--- src/rtl/lpmc_map.svh ---
`ifndef LPMC_MAP_SVH
`define LPMC_MAP_SVH

// ----------------------------------------------------------------------------
// Register offsets
// ----------------------------------------------------------------------------
`define LPMC_OFF_CLK_CTL     8'h00
`define LPMC_OFF_IRQ_EN_HI   8'h01
`define LPMC_OFF_WDT_DATA    8'h02
`define LPMC_OFF_T0_CMP      8'h03
`define LPMC_OFF_T1_CMP      8'h04
`define LPMC_OFF_EDGE_SEL    8'h05
`define LPMC_OFF_STATUS      8'h06
`define LPMC_OFF_WAKE_SRC    8'h07

// ----------------------------------------------------------------------------
// Field positions
// ----------------------------------------------------------------------------
`define LPMC_CCR_WAKE_BIT    6
`define LPMC_CCR_RC_WATCHDOG_SELECT_BIT   5
`define LPMC_CCR_WDTRST_BIT  4
`define LPMC_CCR_CASCADE_BIT 3
`define LPMC_CCR_BITSEL_HI   2
`define LPMC_CCR_BITSEL_LO   0
`define LPMC_IEH_WDTIE_BIT   0
`define LPMC_WDT_CLEAR_BIT   7
`define LPMC_STS_WDTFLAG_BIT 6

// ----------------------------------------------------------------------------
// Reset values
// ----------------------------------------------------------------------------
`define LPMC_RST_CLK_CTL     8'h00
`define LPMC_RST_IRQ_EN_HI   8'h00
`define LPMC_RST_WDT_DATA    7'h7f
`define LPMC_RST_T0_CMP      8'hff
`define LPMC_RST_T1_CMP      8'h00
`define LPMC_RST_EDGE_SEL    4'h5

// ----------------------------------------------------------------------------
// Timing counts
// ----------------------------------------------------------------------------
`define LPMC_PRESC_W         12
`define LPMC_DIV2048_TOP     11'h7ff
`define LPMC_BIT_TOP         8'hff

`endif

--- src/rtl/lpmc_pkg.sv ---
package lpmc_pkg;

  typedef enum logic [2:0] {
    LPMC_ST_RUN   = 3'b001,
    LPMC_ST_SLEEP = 3'b010,
    LPMC_ST_WAIT  = 3'b100
  } lpmc_state_t;

  typedef enum logic [2:0] {
    LPMC_MODE_FULL  = 3'b001,
    LPMC_MODE_WAKE  = 3'b010,
    LPMC_MODE_RC_WATCHDOG_SELECT = 3'b100
  } lpmc_mode_t;

endpackage : lpmc_pkg

--- src/rtl/lpmc_wdt_if.sv ---
`timescale 1ns/1ps

interface lpmc_wdt_if;
  logic       tick;
  logic       clear;
  logic [6:0] limit;
  logic       match;

  modport ctl (output tick, output clear, output limit, input match);
  modport wdt (input tick, input clear, input limit, output match);
endinterface : lpmc_wdt_if

--- src/rtl/lpmc_top.sv ---
// Decided for this implementation: the strobed register port and the address map.
`timescale 1ns/1ps
`include "lpmc_map.svh"

module lpmc_top (
  input  wire logic                 mclk_i,
  input  wire logic                 sys_rst_i,
  input  wire logic [7:0]           reg_addr_i,
  input  wire logic [7:0]           reg_wdata_i,
  input  wire logic                 reg_wr_i,
  input  wire logic                 reg_rd_i,
  output logic      [7:0]           reg_rdata_o,
  input  wire logic                 stop_exec_i,
  input  wire logic                 irq_pending_i,
  input  wire logic                 i_flag_i,
  input  wire logic                 ext_irq_zero_i,
  input  wire logic                 ext_irq_one_i,
  input  wire logic                 rc_clk_i,
  output logic                      cpu_halt_o,
  output logic                      main_osc_en_o,
  output logic                      prescaler_en_o,
  output logic                      presc_2048_only_o,
  output logic                      timer0_en_o,
  output logic                      rc_osc_en_o,
  output logic                      resume_o,
  output logic                      irq_vector_o,
  output logic                      wdt_irq_o,
  output logic                      wdt_reset_o,
  output logic                      stop_ignored_o,
  output lpmc_pkg::lpmc_mode_t      mode_o
);
  import lpmc_pkg::*;

  // --------------------------------------------------------------------------
  // Declarations
  // --------------------------------------------------------------------------
  lpmc_wdt_if wdt_bus ();

  lpmc_state_t               state_reg,   state_next;
  lpmc_mode_t                mode_reg,    mode_next;
  logic [7:0]                ccr_reg,     ccr_next;
  logic [7:0]                ieh_reg,     ieh_next;
  logic [6:0]                wdl_reg,     wdl_next;
  logic                      wclr_reg,    wclr_next;
  logic [7:0]                t0c_reg,     t0c_next;
  logic [7:0]                t1c_reg,     t1c_next;
  logic [3:0]                edge_reg,    edge_next;
  logic                      wflag_reg,   wflag_next;
  logic [7:0]                rdata_reg,   rdata_next;
  logic [3:0]                src_reg,     src_next;
  logic [`LPMC_PRESC_W-1:0]  presc_reg,   presc_next;
  logic [7:0]                bit_reg,     bit_next;
  logic [15:0]               t0_reg,      t0_next;
  logic [6:2]                pulse_reg,   pulse_next;
  logic [5:0]                en_reg,      en_next;
  logic [2:0]                pin_in;
  logic [2:0]                sync_reg [0:2];
  logic [2:0]                sync_next [0:2];
  logic [2:0]                hit;
  logic                      tick2048;
  logic                      bit_tick;
  logic                      bit_ovf;
  logic [15:0]               t0_limit;
  logic                      t0_ovf;
  logic                      wake_any;
  logic [`LPMC_PRESC_W-1:0]  bit_mask;

  // --------------------------------------------------------------------------
  // Pin synchronisers
  // --------------------------------------------------------------------------
  // Index 0 and 1 are the external interrupt pins, index 2 is the RC clock.
  // Stage 0 feeds only stage 1; edges are taken between stages 1 and 2.
  assign pin_in = {rc_clk_i, ext_irq_one_i, ext_irq_zero_i};

  genvar gi;
  generate
    for (gi = 0; gi < 3; gi = gi + 1) begin : g_sync
      always_comb begin
        sync_next[gi] = {sync_reg[gi][1:0], pin_in[gi]};
      end

      always_ff @(posedge mclk_i or posedge sys_rst_i) begin
        if (sys_rst_i) begin
          sync_reg[gi] <= 3'h0;
        end else begin
          sync_reg[gi] <= sync_next[gi];
        end
      end

      if (gi < 2) begin : g_edge
        assign hit[gi] = (sync_reg[gi][1] & ~sync_reg[gi][2] & edge_reg[2*gi])
                       | (~sync_reg[gi][1] & sync_reg[gi][2] & edge_reg[2*gi+1]);
      end else begin : g_rc
        assign hit[gi] = sync_reg[gi][1] & ~sync_reg[gi][2];
      end
    end
  endgenerate

  // --------------------------------------------------------------------------
  // Timing taps
  // --------------------------------------------------------------------------
  // The interval timer tap divides by two to the power of (select + 1).
  assign bit_mask = (`LPMC_PRESC_W'(2) << ccr_reg[`LPMC_CCR_BITSEL_HI:`LPMC_CCR_BITSEL_LO])
                  - `LPMC_PRESC_W'(1);
  assign tick2048 = (presc_reg[10:0] == `LPMC_DIV2048_TOP);
  assign bit_tick = ((presc_reg & bit_mask) == bit_mask);
  assign bit_ovf  = bit_tick && (bit_reg == `LPMC_BIT_TOP);

  assign t0_limit = ccr_reg[`LPMC_CCR_CASCADE_BIT] ? {t1c_reg, t0c_reg} : {8'h00, t0c_reg};
  // Timer0 counts only the 2048 tap.
  assign t0_ovf   = (mode_reg == LPMC_MODE_WAKE) && tick2048 && (t0_reg == t0_limit);

  assign wake_any = hit[0] | hit[1] | t0_ovf
                  | (wdt_bus.match && (mode_reg == LPMC_MODE_RC_WATCHDOG_SELECT));

  // --------------------------------------------------------------------------
  // Watchdog
  // --------------------------------------------------------------------------
  // Asleep in RC mode the watchdog steps on the RC clock; running, on interval overflow; in other sleep modes and the wait, not at all.
  assign wdt_bus.tick  = (state_reg == LPMC_ST_SLEEP)
                       ? (hit[2] && (mode_reg == LPMC_MODE_RC_WATCHDOG_SELECT))
                       : ((state_reg == LPMC_ST_RUN) && bit_ovf);
  assign wdt_bus.clear = wclr_reg;
  assign wdt_bus.limit = wdl_reg;

  lpmc_watchdog u_watchdog (
    .mclk_i    (mclk_i),
    .sys_rst_i (sys_rst_i),
    .wdt       (wdt_bus.wdt)
  );

  // --------------------------------------------------------------------------
  // Register file
  // --------------------------------------------------------------------------
  always_comb begin
    ccr_next   = ccr_reg;
    ieh_next   = ieh_reg;
    wdl_next   = wdl_reg;
    wclr_next  = 1'b0;
    t0c_next   = t0c_reg;
    t1c_next   = t1c_reg;
    edge_next  = edge_reg;
    wflag_next = wflag_reg;
    rdata_next = 8'h00;
    if (reg_wr_i) begin
      unique case (reg_addr_i)
        `LPMC_OFF_CLK_CTL:   ccr_next  = reg_wdata_i;
        `LPMC_OFF_IRQ_EN_HI: ieh_next  = reg_wdata_i;
        `LPMC_OFF_WDT_DATA: begin
          wdl_next  = reg_wdata_i[6:0];
          wclr_next = reg_wdata_i[`LPMC_WDT_CLEAR_BIT];
        end
        `LPMC_OFF_T0_CMP:    t0c_next  = reg_wdata_i;
        `LPMC_OFF_T1_CMP:    t1c_next  = reg_wdata_i;
        `LPMC_OFF_EDGE_SEL:  edge_next = reg_wdata_i[3:0];
        `LPMC_OFF_STATUS: begin
          if (reg_wdata_i[`LPMC_STS_WDTFLAG_BIT]) begin
            wflag_next = 1'b0;
          end
        end
        default: ;
      endcase
    end
    // Match sets the sticky flag; set wins over clear.
    if (wdt_bus.match) begin
      wflag_next = 1'b1;
    end
    if (reg_rd_i) begin
      unique case (reg_addr_i)
        `LPMC_OFF_CLK_CTL:   rdata_next = ccr_reg;
        `LPMC_OFF_IRQ_EN_HI: rdata_next = ieh_reg;
        `LPMC_OFF_WDT_DATA:  rdata_next = {1'b0, wdl_reg};
        `LPMC_OFF_T0_CMP:    rdata_next = t0c_reg;
        `LPMC_OFF_T1_CMP:    rdata_next = t1c_reg;
        `LPMC_OFF_EDGE_SEL:  rdata_next = {4'h0, edge_reg};
        `LPMC_OFF_STATUS:    rdata_next = {1'b0, wflag_reg, mode_reg, state_reg};
        `LPMC_OFF_WAKE_SRC:  rdata_next = {4'h0, src_reg};
        default:             rdata_next = 8'h00;
      endcase
    end
  end

  always_ff @(posedge mclk_i or posedge sys_rst_i) begin
    if (sys_rst_i) begin
      ccr_reg   <= `LPMC_RST_CLK_CTL;
      ieh_reg   <= `LPMC_RST_IRQ_EN_HI;
      wdl_reg   <= `LPMC_RST_WDT_DATA;
      wclr_reg  <= 1'b0;
      t0c_reg   <= `LPMC_RST_T0_CMP;
      t1c_reg   <= `LPMC_RST_T1_CMP;
      edge_reg  <= `LPMC_RST_EDGE_SEL;
      wflag_reg <= 1'b0;
      rdata_reg <= 8'h00;
    end else begin
      ccr_reg   <= ccr_next;
      ieh_reg   <= ieh_next;
      wdl_reg   <= wdl_next;
      wclr_reg  <= wclr_next;
      t0c_reg   <= t0c_next;
      t1c_reg   <= t1c_next;
      edge_reg  <= edge_next;
      wflag_reg <= wflag_next;
      rdata_reg <= rdata_next;
    end
  end

  // --------------------------------------------------------------------------
  // Power sequencer
  // --------------------------------------------------------------------------
  // Pulse bits: 6 stop ignored, 5 wdt reset, 4 wdt irq, 3 vector, 2 resume.
  always_comb begin
    state_next = state_reg;
    mode_next  = mode_reg;
    src_next   = src_reg;
    presc_next = presc_reg + `LPMC_PRESC_W'(1);
    bit_next   = bit_tick ? bit_reg + 8'h01 : bit_reg;
    t0_next    = t0_reg;
    pulse_next = 5'h00;
    unique case (state_reg)
      LPMC_ST_RUN: begin
        if (stop_exec_i) begin
          if (irq_pending_i) begin
            pulse_next[6] = 1'b1;
          end else begin
            state_next = LPMC_ST_SLEEP;
            t0_next    = 16'h0000;
            if (ccr_reg[`LPMC_CCR_WAKE_BIT]) begin
              mode_next = LPMC_MODE_WAKE;
            end else if (ccr_reg[`LPMC_CCR_RC_WATCHDOG_SELECT_BIT]) begin
              mode_next = LPMC_MODE_RC_WATCHDOG_SELECT;
            end else begin
              mode_next = LPMC_MODE_FULL;
            end
          end
        end
      end
      LPMC_ST_SLEEP: begin
        if (mode_reg != LPMC_MODE_WAKE) begin
          presc_next = presc_reg;
        end
        // Only the 2048 tap feeds timer0; the interval timer stays still.
        bit_next = bit_reg;
        if ((mode_reg == LPMC_MODE_WAKE) && tick2048) begin
          t0_next = t0_ovf ? 16'h0000 : t0_reg + 16'h0001;
        end
        if (wake_any) begin
          src_next = {wdt_bus.match && (mode_reg == LPMC_MODE_RC_WATCHDOG_SELECT), t0_ovf, hit[1], hit[0]};
          // No stabilisation wait for wake-timer mode.
          if (mode_reg == LPMC_MODE_WAKE) begin
            state_next = LPMC_ST_RUN;
          end else begin
            state_next = LPMC_ST_WAIT;
            presc_next = '0;
            bit_next   = 8'h00;
          end
        end
      end
      LPMC_ST_WAIT: begin
        if (bit_ovf) begin
          state_next = LPMC_ST_RUN;
        end
      end
    endcase
    // Release happens when the sequencer re-enters the running state.
    if ((state_reg != LPMC_ST_RUN) && (state_next == LPMC_ST_RUN)) begin
      // Vector or resume by interrupt flag.
      if (i_flag_i) begin
        pulse_next[3] = 1'b1;
        if (src_next[3]) begin
          if (ccr_reg[`LPMC_CCR_WDTRST_BIT]) begin
            pulse_next[5] = 1'b1;
          end else if (ieh_reg[`LPMC_IEH_WDTIE_BIT]) begin
            pulse_next[4] = 1'b1;
          end
        end
      end else begin
        pulse_next[2] = 1'b1;
      end
    end
  end

  // --------------------------------------------------------------------------
  // Clock gating outputs
  // --------------------------------------------------------------------------
  // Bits: 5 halt, 4 oscillator, 3 prescaler, 2 tap only, 1 timer0, 0 RC.
  always_comb begin
    en_next = 6'b011010;
    if (state_next == LPMC_ST_SLEEP) begin
      unique case (mode_next)
        LPMC_MODE_FULL:  en_next = 6'b100000;
        // Oscillator, 2048 tap and timer0 keep going.
        LPMC_MODE_WAKE:  en_next = 6'b111110;
        LPMC_MODE_RC_WATCHDOG_SELECT: en_next = 6'b100001;
      endcase
    end else if (state_next == LPMC_ST_WAIT) begin
      en_next = 6'b111000;
    end
  end

  always_ff @(posedge mclk_i or posedge sys_rst_i) begin
    if (sys_rst_i) begin
      state_reg <= LPMC_ST_RUN;
      mode_reg  <= LPMC_MODE_FULL;
      src_reg   <= 4'h0;
      presc_reg <= '0;
      bit_reg   <= 8'h00;
      t0_reg    <= 16'h0000;
      pulse_reg <= 5'h00;
      en_reg    <= 6'b011010;
    end else begin
      state_reg <= state_next;
      mode_reg  <= mode_next;
      src_reg   <= src_next;
      presc_reg <= presc_next;
      bit_reg   <= bit_next;
      t0_reg    <= t0_next;
      pulse_reg <= pulse_next;
      en_reg    <= en_next;
    end
  end

  // --------------------------------------------------------------------------
  // Outputs
  // --------------------------------------------------------------------------
  // Halt keeps CPU, RAM and port latches frozen.
  // The core keeps its program counter while halted.
  assign cpu_halt_o        = en_reg[5];
  assign main_osc_en_o     = en_reg[4];
  assign prescaler_en_o    = en_reg[3];
  assign presc_2048_only_o = en_reg[2];
  assign timer0_en_o       = en_reg[1];
  assign rc_osc_en_o       = en_reg[0];
  assign stop_ignored_o    = pulse_reg[6];
  assign wdt_reset_o       = pulse_reg[5];
  assign wdt_irq_o         = pulse_reg[4];
  assign irq_vector_o      = pulse_reg[3];
  assign resume_o          = pulse_reg[2];
  assign mode_o            = mode_reg;
  assign reg_rdata_o       = rdata_reg;

endmodule : lpmc_top

--- src/rtl/lpmc_watchdog.sv ---
`timescale 1ns/1ps

module lpmc_watchdog (
  input  wire logic mclk_i,
  input  wire logic sys_rst_i,
  lpmc_wdt_if.wdt   wdt
);
  import lpmc_pkg::*;

  logic [6:0] cnt_reg;
  logic [6:0] cnt_next;
  logic       match_reg;
  logic       match_next;

  // --------------------------------------------------------------------------
  // Seven-bit counter
  // --------------------------------------------------------------------------
  always_comb begin
    cnt_next   = cnt_reg;
    match_next = 1'b0;
    if (wdt.clear) begin
      cnt_next = 7'h00;
    end else if (wdt.tick) begin
      if (cnt_reg == wdt.limit) begin
        match_next = 1'b1;
        cnt_next   = 7'h00;
      end else begin
        cnt_next = cnt_reg + 7'h01;
      end
    end
  end

  always_ff @(posedge mclk_i or posedge sys_rst_i) begin
    if (sys_rst_i) begin
      cnt_reg   <= 7'h00;
      match_reg <= 1'b0;
    end else begin
      cnt_reg   <= cnt_next;
      match_reg <= match_next;
    end
  end

  assign wdt.match = match_reg;

endmodule : lpmc_watchdog

--- config.mk ---
export PLATFORM = sky130hd
export DESIGN_NAME = lpmc_top
export DESIGN_NICKNAME = d
export VERILOG_FILES = /design/src/rtl/lpmc_pkg.sv /design/src/rtl/lpmc_wdt_if.sv /design/src/rtl/lpmc_top.sv /design/src/rtl/lpmc_watchdog.sv
export VERILOG_INCLUDE_DIRS = /design/src /design/src/rtl
export SDC_FILE = /design/constraint.sdc
export NUM_CORES = 1
export LEC_CHECK = 0
export BUFFER_PORTS_ARGS = -buffer_cell sky130_fd_sc_hd__buf_2
export CORE_MARGIN = 1
export CORE_UTILIZATION = 40
export CTS_CLUSTER_DIAMETER = 60
export CTS_CLUSTER_SIZE = 40
export DETAILED_ROUTE_END_ITERATION = 16
export PLACE_DENSITY = 0.56
export REMOVE_ABC_BUFFERS = 1
export SETUP_SLACK_MARGIN = 0.4
export SYNTH_ARGS = -nofsm -noshare
export SYNTH_HDL_FRONTEND = slang
export SYNTH_SLANG_ARGS = --single-unit
--- constraint.sdc ---
create_clock -name mclk_i -period 5.8 [get_ports mclk_i]
set_input_delay 1.16 -clock mclk_i [delete_from_list [all_inputs] [get_ports mclk_i]]
set_output_delay 1.16 -clock mclk_i [all_outputs]
set_load 0.01 [all_outputs]
==> results.ini <==
[cts]
worstSkewPairLatency_ns = 0.42
cts_made_buffers = 17
holdBufCountCts = 0
htree_num_levels = 4
cts_buffer_depth = 2
post_cts_buffers = 0
clock_sinks = 125
clk_pin_slew_ns = 0.06
post_cts_resized = 0
cts_tree = yes
clock-root-buffer = clkbuf_16

[drt]
drt-pass1-iter-count = 5
route.met2.wl_um = 8090
drc_errors = 0
route.met3.wl_um = 517
routed_via_density = 5.53
topRoutingLayerUsed = met4
drt-initial-drc-count = 290
ant_nets = 0
wire_per_inst_um = 18.5
via_count = 4859
wl_met1_um = 7290
postRouteWirelength_um = 16200

[floorplanning]
dieArea_um2 = 16500
pin_count = 48
coreArea_um2 = 15400
die_h_um = 129
initial_core_util_pct = 41.5
placementRows = 45
die_w_um = 129

[pwr]
clockPowerShare_pct = 43.6
vdd_drop_max_mv = 0.197
power.leakage_nw = 3.32
p_sw_share_pct = 28.9
pwr-share-seq_pct = 41.8
powerDensity_nw_per_um2 = 334
comb_power_share_pct = 14.6
p_sw_mw = 0.718
p_int_mw = 1.77

[place]
portBuffers = 47
dp_hpwl_um = 11600
gp_congestion = 0.875
dp_slack_ns = 2.53

[worst_setup_path]
worst_path_max_delay_cell = a21oi_2
worstPathArrival_ns = 3.26
critPathBufInv = 0
reg2reg_to = src_reg[1]$_DFFE_PP0P_
cp.required_ns = 6.10
reg2reg_depth = 7
cp-end-kind = register
cpPeakStageDelay_ns = 0.47
cp_top_family = simple AND/OR/NAND/NOR gates
crit_type = reg2reg
reg2reg_from = presc_reg[0]$_DFF_PP0_
rrSetupSlack_ns = 2.84
startpoint = presc_reg[0]$_DFF_PP0_
path_cells = ha_1, nand3_1, nor4_4, a21boi_0, nand4bb_1, a21oi_2, mux2_2
cp-start-kind = register
critPathMaxFanout = 10

[timing]
max_slew.worst_pin.slew_ns = 1.16
slew_violations = 0
worst_slack_ns = 2.84
rsz0062_at_grt = false
hold_viol_final = 0
fin_crit_sh_pct = 51.0
slew_headroom_pct = 22.9
max_freq_ghz = 0.338
finClkSkew_ns = 0.0106
finalSetupViolations = 0
hold_ws_ns = 0.343
setup_tns_ns = 0
fin_crit_ns = 2.96

[min_path]
min-delay-start = sync_next[7]$_DFF_PP0_
min_to = sync_next[8]$_DFF_PP0_
worstHoldPathType = reg2reg
hold_depth = 0

[synthesis]
synthTopCellsByArea = dfrtp_1, mux2_2, dfstp_2
ys_async_sr_fraction_pct = 100
yosysTopAreaCellShare_pct = 40.6
synthFlopType = dfrtp_1
synth.distinct_cells = 71
yosysTopAreaCell = dfrtp_1
synth_edf_count = 0
synth-seq-area-share_pct = 49.2
synthMostInstantiatedCell = dfrtp_1
synthCells = 607
synth_warnings = 0
syn-cell-area_um2 = 6410
ys_seq_elements = 125
syn_area_per_cell_um2 = 10.6
synthTopCellsByCount = dfrtp_1, mux2_2, nor2_1

[run]
cap_violations = 0

[outcome]
status = complete, no violations

[grt]
grt_first_pass_wirelength_um = 26400
grt_overflow = 0
grt_max_degree = 75
antenna_found_initial = 0
grt_usage_pct = 21.3
grt_pass1_vias = 4920

[finish]
diodes = 0
final_nets = 686
area_delta_synth_final_pct = 16.1
layout-drive-gt1-share_pct = 26.2
largest_reg_flops = 16

worst max-delay path by stage:
| stage | to | slack (ns) | cells past startpoint |
|---|---|---|---|
| 3_3_place_gp | t0c_reg[2]$_DFFE_PP1P_ | 2.60 | 6 |
| 6_report | src_reg[1]$_DFFE_PP0P_ | 2.84 | 7 |
| 3_5_place_dp | t0c_reg[4]$_DFFE_PP1P_ | 2.53 | 6 |
| 2_1_floorplan | bit_reg[0]$_DFFE_PP0P_ | 1.35 | 1 |
| 5_1_grt | src_reg[1]$_DFFE_PP0P_ | 2.56 | 7 |
| 4_1_cts | src_reg[1]$_DFFE_PP0P_ | 2.77 | 7 |
power groups by stage:
stage / clock network [mW] / logic (mW) / registers, mW
floorplan: 0 / 0.246 / 1.03
global placement: 0 / 0.353 / 1.05
detailed placement: 0 / 0.365 / 1.05
CTS: 1.11 / 0.365 / 1.04
global route: 1.14 / 0.410 / 1.05
finish: 1.08 / 0.362 / 1.04
metrics by stage:
step | instance area [um2] | cells | power, mW | util, %
floorplan | 6310 | 586 | 1.27 | -
global placement | 6840 | 847 | 1.40 | 44.3
detailed placement | 6840 | 847 | 1.42 | 44.3
CTS | 7440 | 879 | 2.51 | 48.2
global route | 7440 | 879 | 2.60 | 48.2
finish | 7440 | 879 | 2.48 | 48.2
layout by cell type, fill, tap and decap left out, drive strengths merged, types with 13 or more instances in the layout:
| master | count |
|---|---|
| dfrtp | 104 |
| mux2 | 52 |
| nor2 | 52 |
| buf | 50 |
| nand2 | 43 |
| nand3 | 28 |
| a21oi | 26 |
| o21ai | 25 |
| inv | 23 |
| xnor2 | 22 |
| dfstp | 21 |
| clkbuf | 19 |
| xor2 | 13 |
| nand4 | 13 |
| mux2i | 13 |
| nor3 | 13 |
logic make-up after synthesis:
group	share of synthesized area, %
simple gates	19.2
flops	49.2
compound gates	11.9
mux	11.2
buf+inv	2.81
xor+xnor	4.78
fa+ha+maj	0.976
layout make-up:
cell class	instances	area [um2]
well taps	211	264
inverters	22	85.1
clock buffers	19	443
clock inverters	13	165
repair buffers	50	258
multi-input cells	439	3070
fillers	1476	7980
flip-flops and latches	125	3150
metal layers:
layer	up-vias	global-route usage, %
li1	2317	-
met1	2411	27.6
met2	107	35.1
met3	24	4.37
met4	0	8.03
met5	-	0
(Power assumes the default switching activity.)
